[config.mk]
export PLATFORM = sky130hd
export DESIGN_NAME = ssienc_controller_flat
export DESIGN_NICKNAME = d
export VERILOG_FILES = /design/src/rtl/ssienc_pkg.sv /design/src/rtl/ssienc_link_if.sv /design/src/rtl/ssienc_controller.sv /design/src/flat_wrapper.sv
export VERILOG_INCLUDE_DIRS = /design/src /design/src/rtl
export SDC_FILE = /design/constraint.sdc
export NUM_CORES = 1
export LEC_CHECK = 0
export BUFFER_PORTS_ARGS = -buffer_cell sky130_fd_sc_hd__buf_2
export CAP_MARGIN = 20
export CORE_MARGIN = 2
export CORE_UTILIZATION = 40
export CTS_BUF_LIST = sky130_fd_sc_hd__clkbuf_8
export DETAILED_ROUTE_END_ITERATION = 8
export PLACE_DENSITY = 0.7
export SYNTH_ARGS = -nofsm -noshare
export SYNTH_HDL_FRONTEND = slang
export SYNTH_SLANG_ARGS = --single-unit
[constraint.sdc]
create_clock -name core_clk_i -period 3.75 [get_ports core_clk_i]
set_input_delay 0.375 -clock core_clk_i [delete_from_list [all_inputs] [get_ports core_clk_i]]
set_output_delay 0.375 -clock core_clk_i [all_outputs]
set_load 0.05 [all_outputs]
[src/rtl/ssienc_consts.svh]
// constants shared by both ends of the serial position link
`ifndef SSIENC_CONSTS_SVH
`define SSIENC_CONSTS_SVH
`define SSIENC_POS_BITS     25
`define SSIENC_WORD_BITS    26
`define SSIENC_IDX_W        5
`define SSIENC_FALL_W       6
`define SSIENC_CLK_NS       100
`define SSIENC_TM_NS        20000
`define SSIENC_TM_CYC       ((`SSIENC_TM_NS + `SSIENC_CLK_NS - 1) / `SSIENC_CLK_NS)
`define SSIENC_TP_NS        30000
`define SSIENC_TP_CYC       ((`SSIENC_TP_NS + `SSIENC_CLK_NS - 1) / `SSIENC_CLK_NS)
`define SSIENC_HALF_NS      1000
`define SSIENC_HALF_CYC     (`SSIENC_HALF_NS / `SSIENC_CLK_NS)
`define SSIENC_ZERO_NS      1100000000
`define SSIENC_ZERO_CYC     ((`SSIENC_ZERO_NS + `SSIENC_CLK_NS - 1) / `SSIENC_CLK_NS)
`define SSIENC_TIMER_W      16
`define SSIENC_ZERO_W       24
`define SSIENC_PIN_RST      3'b101
`define SSIENC_REG_CTRL     8'h00
`define SSIENC_REG_STAT     8'h04
`define SSIENC_REG_DATA     8'h08
`define SSIENC_CTRL_START   0
`define SSIENC_CTRL_RING    1
`define SSIENC_STAT_BUSY    0
`define SSIENC_STAT_AVAIL   1
`define SSIENC_STAT_FULL    2
`define SSIENC_STAT_MISM    3
`endif

[src/rtl/ssienc_pkg.sv]
// types shared by both ends of the serial position link
package ssienc_pkg;
	typedef logic [24:0] ssienc_pos_type;
	typedef logic [25:0] ssienc_word_type;
	typedef enum logic {SSIENC_C_IDLE, SSIENC_C_RUN} ssienc_cstate_type;
endpackage

[src/rtl/ssienc_link_if.sv]
// positive clock and data lines between controller and encoder
`timescale 1ns/1ns
interface ssienc_link_if;
	logic clk_p;
	logic data_p;
	modport ctrl (output clk_p, input data_p);
	modport enc  (input clk_p, output data_p);
endinterface

[src/rtl/ssienc_controller.sv]
// controller end: clock master, word receiver, two-entry buffer and wishbone registers
`timescale 1ns/1ns
`include "ssienc_consts.svh"
module ssienc_controller (
	input  wire logic                core_clk_i,
	input  wire logic                reset_i,
	ssienc_link_if.ctrl              link,
	input  wire logic                wb_cyc_i,
	input  wire logic                wb_stb_i,
	input  wire logic                wb_we_i,
	input  wire logic [7:0]          wb_adr_i,
	input  wire logic [3:0]          wb_sel_i,
	input  wire logic [31:0]         wb_dat_i,
	output logic [31:0]              wb_dat_o,
	output logic                     wb_ack_o
);
	import ssienc_pkg::*;

	localparam logic [3:0]                 HALF_LAST = 4'(`SSIENC_HALF_CYC - 1);
	localparam logic [`SSIENC_TIMER_W-1:0] TP_CYC = `SSIENC_TIMER_W'(`SSIENC_TP_CYC);
	localparam logic [`SSIENC_FALL_W-1:0]  ONE_END = `SSIENC_FALL_W'(`SSIENC_WORD_BITS + 1);
	localparam logic [`SSIENC_FALL_W-1:0]  SEP_FALL = `SSIENC_FALL_W'(`SSIENC_WORD_BITS + 2);
	localparam logic [`SSIENC_FALL_W-1:0]  RING_END = `SSIENC_FALL_W'(2 * `SSIENC_WORD_BITS + 2);

	ssienc_cstate_type               st_q;
	logic                            clk_q;
	logic [3:0]                      half_q;
	logic [`SSIENC_FALL_W-1:0]       fall_q;
	logic [`SSIENC_TIMER_W-1:0]      pause_q;
	logic                            d1_q;
	logic                            d2_q;
	logic                            d3_q;
	logic                            dlvl_q;
	logic                            lo_seen_q;
	logic                            ring_q;
	logic                            start_q;
	logic                            mism_q;
	ssienc_word_type                 sh_q;
	ssienc_word_type                 first_q;
	ssienc_word_type                 fifo_q [2];
	logic                            wp_q;
	logic                            rp_q;
	logic [1:0]                      cnt_q;
	logic                            launch;
	logic                            tick;
	logic                            frame_end;
	logic                            push;
	logic                            pop;
	logic                            bus_req;
	logic                            wr_fire;
	logic [`SSIENC_FALL_W-1:0]       end_fall;

	// data pin synchroniser; the level counts once stages two and three agree
	always_ff @(posedge core_clk_i) begin
		if (reset_i) begin
			d1_q   <= 1'b1;
			d2_q   <= 1'b1;
			d3_q   <= 1'b1;
			dlvl_q <= 1'b1;
		end else begin
			d1_q <= link.data_p;
			d2_q <= d1_q;
			d3_q <= d2_q;
			if (d2_q == d3_q) begin
				dlvl_q <= d3_q;
			end
		end
	end

	assign end_fall  = ring_q ? RING_END : ONE_END;
	assign tick      = (st_q == SSIENC_C_RUN) && (half_q == HALF_LAST);
	assign frame_end = tick && !clk_q && (fall_q == end_fall);
	// a full buffer holds off the next frame, so a stalled reader loses no word
	assign launch    = (st_q == SSIENC_C_IDLE) && start_q && (cnt_q != 2'd2)
		&& ((dlvl_q && lo_seen_q) || pause_q == '0);
	assign push      = frame_end;

	// data seen low since the last burst; the stale high just after a burst end is no return to rest
	always_ff @(posedge core_clk_i) begin
		if (reset_i) begin
			lo_seen_q <= 1'b1;
		end else if (launch) begin
			lo_seen_q <= 1'b0;
		end else if (st_q == SSIENC_C_IDLE && !dlvl_q) begin
			lo_seen_q <= 1'b1;
		end
	end

	// burst engine: the divider half period stays below the monoflop time
	always_ff @(posedge core_clk_i) begin
		if (reset_i) begin
			st_q   <= SSIENC_C_IDLE;
			clk_q  <= 1'b1;
			half_q <= '0;
			fall_q <= '0;
		end else if (launch) begin
			st_q   <= SSIENC_C_RUN;
			clk_q  <= 1'b0;
			half_q <= '0;
			fall_q <= `SSIENC_FALL_W'(1);
		end else if (st_q == SSIENC_C_RUN) begin
			half_q <= tick ? '0 : half_q + 1'b1;
			if (tick) begin
				clk_q <= !clk_q;
				if (frame_end) begin
					st_q <= SSIENC_C_IDLE;
				end else if (clk_q) begin
					fall_q <= fall_q + 1'b1;
				end
			end
		end
	end

	// sample on each falling edge after the encoder's rising update edge; skip the low slot
	always_ff @(posedge core_clk_i) begin
		if (reset_i) begin
			sh_q    <= '0;
			first_q <= '0;
		end else if (tick && clk_q && fall_q >= `SSIENC_FALL_W'(1) && (fall_q + 1'b1) != SEP_FALL) begin
			sh_q <= {sh_q[`SSIENC_WORD_BITS-2:0], dlvl_q};
		end else if (tick && !clk_q && fall_q == ONE_END) begin
			first_q <= sh_q;
		end
	end

	// pause timer after each burst
	always_ff @(posedge core_clk_i) begin
		if (reset_i) begin
			pause_q <= '0;
		end else if (frame_end) begin
			pause_q <= TP_CYC;
		end else if (pause_q != '0) begin
			pause_q <= pause_q - 1'b1;
		end
	end

	// two-entry buffer between the receiver and the data register
	always_ff @(posedge core_clk_i) begin
		if (reset_i) begin
			wp_q  <= 1'b0;
			rp_q  <= 1'b0;
			cnt_q <= '0;
		end else begin
			if (push) begin
				fifo_q[wp_q] <= (fall_q == ONE_END) ? sh_q : first_q;
				wp_q         <= !wp_q;
			end
			if (pop) begin
				rp_q <= !rp_q;
			end
			cnt_q <= cnt_q + {1'b0, push} - {1'b0, pop};
		end
	end

	// wishbone slave: one wait state, ack for one cycle, unmapped reads give zero
	assign bus_req = wb_cyc_i && wb_stb_i && !wb_ack_o;
	assign wr_fire = wb_cyc_i && wb_stb_i && wb_ack_o && wb_we_i && wb_sel_i[0];
	assign pop     = wb_cyc_i && wb_stb_i && wb_ack_o && !wb_we_i && (wb_adr_i == `SSIENC_REG_DATA)
		&& (cnt_q != 2'd0);

	always_ff @(posedge core_clk_i) begin
		if (reset_i) begin
			wb_ack_o <= 1'b0;
			wb_dat_o <= '0;
		end else begin
			wb_ack_o <= bus_req;
			if (bus_req) begin
				unique case (wb_adr_i)
					`SSIENC_REG_CTRL: wb_dat_o <= {30'h0, ring_q, start_q};
					`SSIENC_REG_STAT: wb_dat_o <= {28'h0, mism_q, cnt_q == 2'd2, cnt_q != 2'd0,
						st_q == SSIENC_C_RUN};
					`SSIENC_REG_DATA: wb_dat_o <= (cnt_q != 2'd0) ? {6'h0, fifo_q[rp_q]} : 32'h0;
					default:          wb_dat_o <= 32'h0;
				endcase
			end
		end
	end

	// control bits; a pending start clears itself when the burst launches
	always_ff @(posedge core_clk_i) begin
		if (reset_i) begin
			ring_q  <= 1'b0;
			start_q <= 1'b0;
		end else begin
			if (wr_fire && wb_adr_i == `SSIENC_REG_CTRL) begin
				ring_q <= wb_dat_i[`SSIENC_CTRL_RING];
			end
			if (wr_fire && wb_adr_i == `SSIENC_REG_CTRL && wb_dat_i[`SSIENC_CTRL_START]) begin
				start_q <= 1'b1;
			end else if (launch) begin
				start_q <= 1'b0;
			end
		end
	end

	// repeat mismatch, sticky; a new mismatch wins over a clear in the same cycle
	always_ff @(posedge core_clk_i) begin
		if (reset_i) begin
			mism_q <= 1'b0;
		end else if (frame_end && ring_q && sh_q != first_q) begin
			mism_q <= 1'b1;
		end else if (wr_fire && wb_adr_i == `SSIENC_REG_STAT && wb_dat_i[`SSIENC_STAT_MISM]) begin
			mism_q <= 1'b0;
		end
	end

	assign link.clk_p = clk_q;
endmodule

[src/flat_wrapper.sv]
// flat-port wrapper written by rule: the top's interface ports become plain ports
module ssienc_controller_flat import ssienc_pkg::*;
  (core_clk_i, reset_i, wb_cyc_i, wb_stb_i, wb_we_i, wb_adr_i, wb_sel_i, wb_dat_i, wb_dat_o, wb_ack_o, link_clk_p, link_data_p);
  ssienc_link_if link_i ();
  input  wire logic core_clk_i;
  input  wire logic reset_i;
  input  wire logic wb_cyc_i;
  input  wire logic wb_stb_i;
  input  wire logic wb_we_i;
  input  wire logic [7:0] wb_adr_i;
  input  wire logic [3:0] wb_sel_i;
  input  wire logic [31:0] wb_dat_i;
  output logic [31:0] wb_dat_o;
  output logic wb_ack_o;
  output wire logic [$bits(link_i.clk_p)-1:0] link_clk_p;
  input wire logic [$bits(link_i.data_p)-1:0] link_data_p;
  assign link_clk_p = link_i.clk_p;
  assign link_i.data_p = link_data_p;
  ssienc_controller u_core (.core_clk_i(core_clk_i), .reset_i(reset_i), .link(link_i), .wb_cyc_i(wb_cyc_i), .wb_stb_i(wb_stb_i), .wb_we_i(wb_we_i), .wb_adr_i(wb_adr_i), .wb_sel_i(wb_sel_i), .wb_dat_i(wb_dat_i), .wb_dat_o(wb_dat_o), .wb_ack_o(wb_ack_o));
endmodule
==> summary by stage <==
Outcome
The flow ran to the end, and the final reports show no timing, DRC or antenna violations.

Yosys
Summed over all instances, the cell type with the most area after synthesis is sky130_fd_sc_hd__dfxtp_1. The most used flip-flop cell after synthesis is sky130_fd_sc_hd__dfxtp_1. The total number of yosys warnings is 0.

Ranked by total cell area, the synthesized netlist is headed by sky130_fd_sc_hd__dfxtp_1 (33%), sky130_fd_sc_hd__edfxtp_1 (21%), sky130_fd_sc_hd__mux2i_1 (7.7%). Of the synthesized area, sequential elements account for 0.542. Counting flops with an async set or reset pin after synthesis yields a share of 0.

The distinct cell type count after synthesis is 55. The average cell area after synthesis is about 11 µm². The number of instances in the synthesized netlist is around 650. The number of synthesized register bits is approximately 170. The top-area cell type share of the netlist area is 0.329. The combined area of all synthesized cells is around 0.0073 mm². Counting flops with a built-in enable in the synthesized netlist gives 52.

GRT
The first global-routing pass estimated 22000 µm of wire. The total congestion overflow is 0. The aggregate global-route resource usage is 0.141. The number of global-route vias before repair is ~4400. Entering global routing, the biggest net connects between 50 and 60 pins. The number of antenna violations at the first check in global routing is 0.

Timing
The worst path needs 2480 ps of the cycle, external delays included. The final clock skew is 9.81 ps. Measured against its own limit, the worst slew margin works out to 0.504. The number of hold violations in the final report came to 0.

The share of the clock period used by the worst path is 0.660. Setup violations remaining at the end of the flow were counted as 0. The count of pins over their slew limit is 0. Setup repair after global routing left no endpoint under its margin. The summed negative setup slack over all endpoints is 0 ps. Static timing analysis puts the maximum clock frequency at approximately 400 MHz. For the pin with the worst max-slew slack, the measured transition is 742 ps.

Drt
The vias per cell is about 5. The count of nets left with antenna violations once routing finished came out at 0. The final layout contains routed wiring with a total length of approximately 14000 µm. The detailed router finished its first iteration with roughly 240 violations. The number of design rule violations left after detail routing is 0. The total iterations of the first detailed-routing run is 5. The detailed router placed approximately 4700 vias in this run. The final routed wire length divided by cell count is 14.6 µm.

Place
The total of buffers placed on input and output ports is 45. The wire-length estimate of the detail-placed layout is about 8600 µm. At the end of routability-driven placement, the weighted congestion stood at between 0.7 and 0.8.

Cells and area
The fraction of final layout cells with drive strength greater than 1 is 0.211. The total number of nets in the final design is around 740. The number of antenna diodes in the final layout is 0. The top cell types in the final layout, fill and taps aside, are sky130_fd_sc_hd__dfxtp_1 (120), sky130_fd_sc_hd__nor2_1 (115), sky130_fd_sc_hd__mux2i_1 (56). The area added between synthesis and finish is 10.3%. The most frequent standard cell in the layout excluding fill and tap cells is sky130_fd_sc_hd__dfxtp_1.

Clock tree
The H-tree was split into 4 levels. The hold-fix buffer count after cts is 0. The insertion delay to the later sink of the worst-skew pair is ~450 ps.

The CTS tree is yes. The number of sinks on the clock net is 172. The clock slew at the register clock pins of the worst setup and hold paths is around 90 ps. The maximum buffer depth of the clock tree is 2. Gates resized during post-CTS repair numbered 0.

The number of buffers added for setup after CTS is 0. The number of clock buffers inserted by TritonCTS is 17. The cell sitting at the root of the clock tree is a sky130_fd_sc_hd__clkbuf_8.

Floorplan
The overall die area is around 0.019 mm². Measured along the x axis, the die boundary spans ~140 µm. The floorplan row count is between 40 and 50. The core area is approximately 0.018 mm². The floorplan step set the die height to about 140 µm. Pin placement for this block handled 84 I/O pins.

The initial core utilization is 0.407.

Critical path
The worst setup path is launched from a flop. The signal on the critical path passes through ha_1, nand4_4, or3_1, buf_4, mux2i_1, nor2_1. The slowest stage of the critical path belongs to the cell sky130_fd_sc_hd__or3_1.

The largest stage delay on the critical path is between 500 and 600 ps. Counting both buffers and inverters, the worst setup path holds a total of 1. The data arrival time of the critical path is approximately 2800 ps.

The number of cells on the critical path is 6. The worst register-to-register path has a depth of 6. The worst setup path is of the flop to flop kind. Grouping stages by cell kind, the critical path spends the most delay in simple AND/OR/NAND/NOR gates. The category of the worst setup path capture point is a flop. The worst path required time is around 4100 ps.

In this run the worst path has a maximum fanout of 28.

Power
The total power draw is 3.81 mW. Across the VDD grid, the largest voltage drop is around 260 µV. The power density over the cells is 472 mW/mm². The leakage power is ~3.2 nW.

Job
The number of maximum-capacitance violations is 0.

Worst hold path
Along the worst hold path, the cell count comes to 2. The worst hold path belongs to the class input pin to flop.
cell families (layout without fill, tap and decap cells):
| group | count (synthesis) | in the layout | synth area share |
|---|---|---|---|
| AO/OA/AOI/OAI | 60 | 60 | 0.0585 |
| AND/OR/NAND/NOR | 202 | 202 | 0.133 |
| multiplexers | 105 | 105 | 0.152 |
| XOR/XNOR | 48 | 48 | 0.0575 |
| other | 1 | 6 | 0.000513 |
| adder cells (fa/ha/maj) | 9 | 9 | 0.0154 |
| flip-flops | 172 | 172 | 0.542 |
| buffers and inverters | 50 | 96 | 0.0404 |
cell usage after synthesis (12+ instances only):
cell,n
sky130_fd_sc_hd__inv_1,12
sky130_fd_sc_hd__nor3_1,13
sky130_fd_sc_hd__mux2_2,49
sky130_fd_sc_hd__dfxtp_1,120
sky130_fd_sc_hd__mux2i_1,56
sky130_fd_sc_hd__edfxtp_1,52
sky130_fd_sc_hd__clkbuf_1,17
sky130_fd_sc_hd__xor2_1,18
sky130_fd_sc_hd__nand2_1,16
sky130_fd_sc_hd__xnor2_1,30
sky130_fd_sc_hd__nor2_1,115
sky130_fd_sc_hd__a22oi_1,26
report_power, final:
part           switching, mW  internal [mW]
clock                  0.683          0.658
sequential            0.0565           1.96
combinational          0.261          0.192
total                   1.00           2.81
through the flow:
step                hold WS [ps]  cells  setup WS (ps)  cell area (µm²)  utilization
floorplan                    389    652            532             7330            -
CTS                         75.5    927           1250             8070        0.449
finish                       103    927           1270             8070        0.449
detailed placement           401    895           1170             7660        0.426
global placement             394    895           1190             7660        0.426
global route                73.7    927           1100             8070        0.449
worst paths after layout:
kind	to	slack [ps]	startpoint
hold / removal	u_core.d1_q	100	link_data_p
setup reg to reg	u_core.first_q[12]	1270	u_core.fall_q[0]
setup / recovery	u_core.first_q[12]	1270	u_core.fall_q[0]
hold reg to reg	u_core.d2_q	430	u_core.d1_q
state kept, by name, summed over array words and instances, names as in the netlist, 2 cells and up, named ones only:
register / flops
u_core.sh_q: 26
u_core.fall_q: 6
u_core.cnt_q: 2
u_core.half_q: 4
u_core.first_q: 26
u_core.fifo_q: 52
u_core.wb_dat_o: 26
u_core.pause_q: 16
layer usage:
metal  share of wire  global-route usage
met5               0                   0
met1            0.48               0.183
met2            0.47               0.229
met4          0.0089              0.0478
met3           0.043              0.0369
layout make-up:
cell class / instances / area, µm²
timing repair buffer: 52 / 280
clock inverter: 15 / 174
clock buffer: 17 / 234
tap: 229 / 287
sequential: 172 / 3960
inverter: 12 / 45.0
multi-input combinational: 430 / 3080
fill: 1667 / 9900
(Power assumes the default switching activity.)
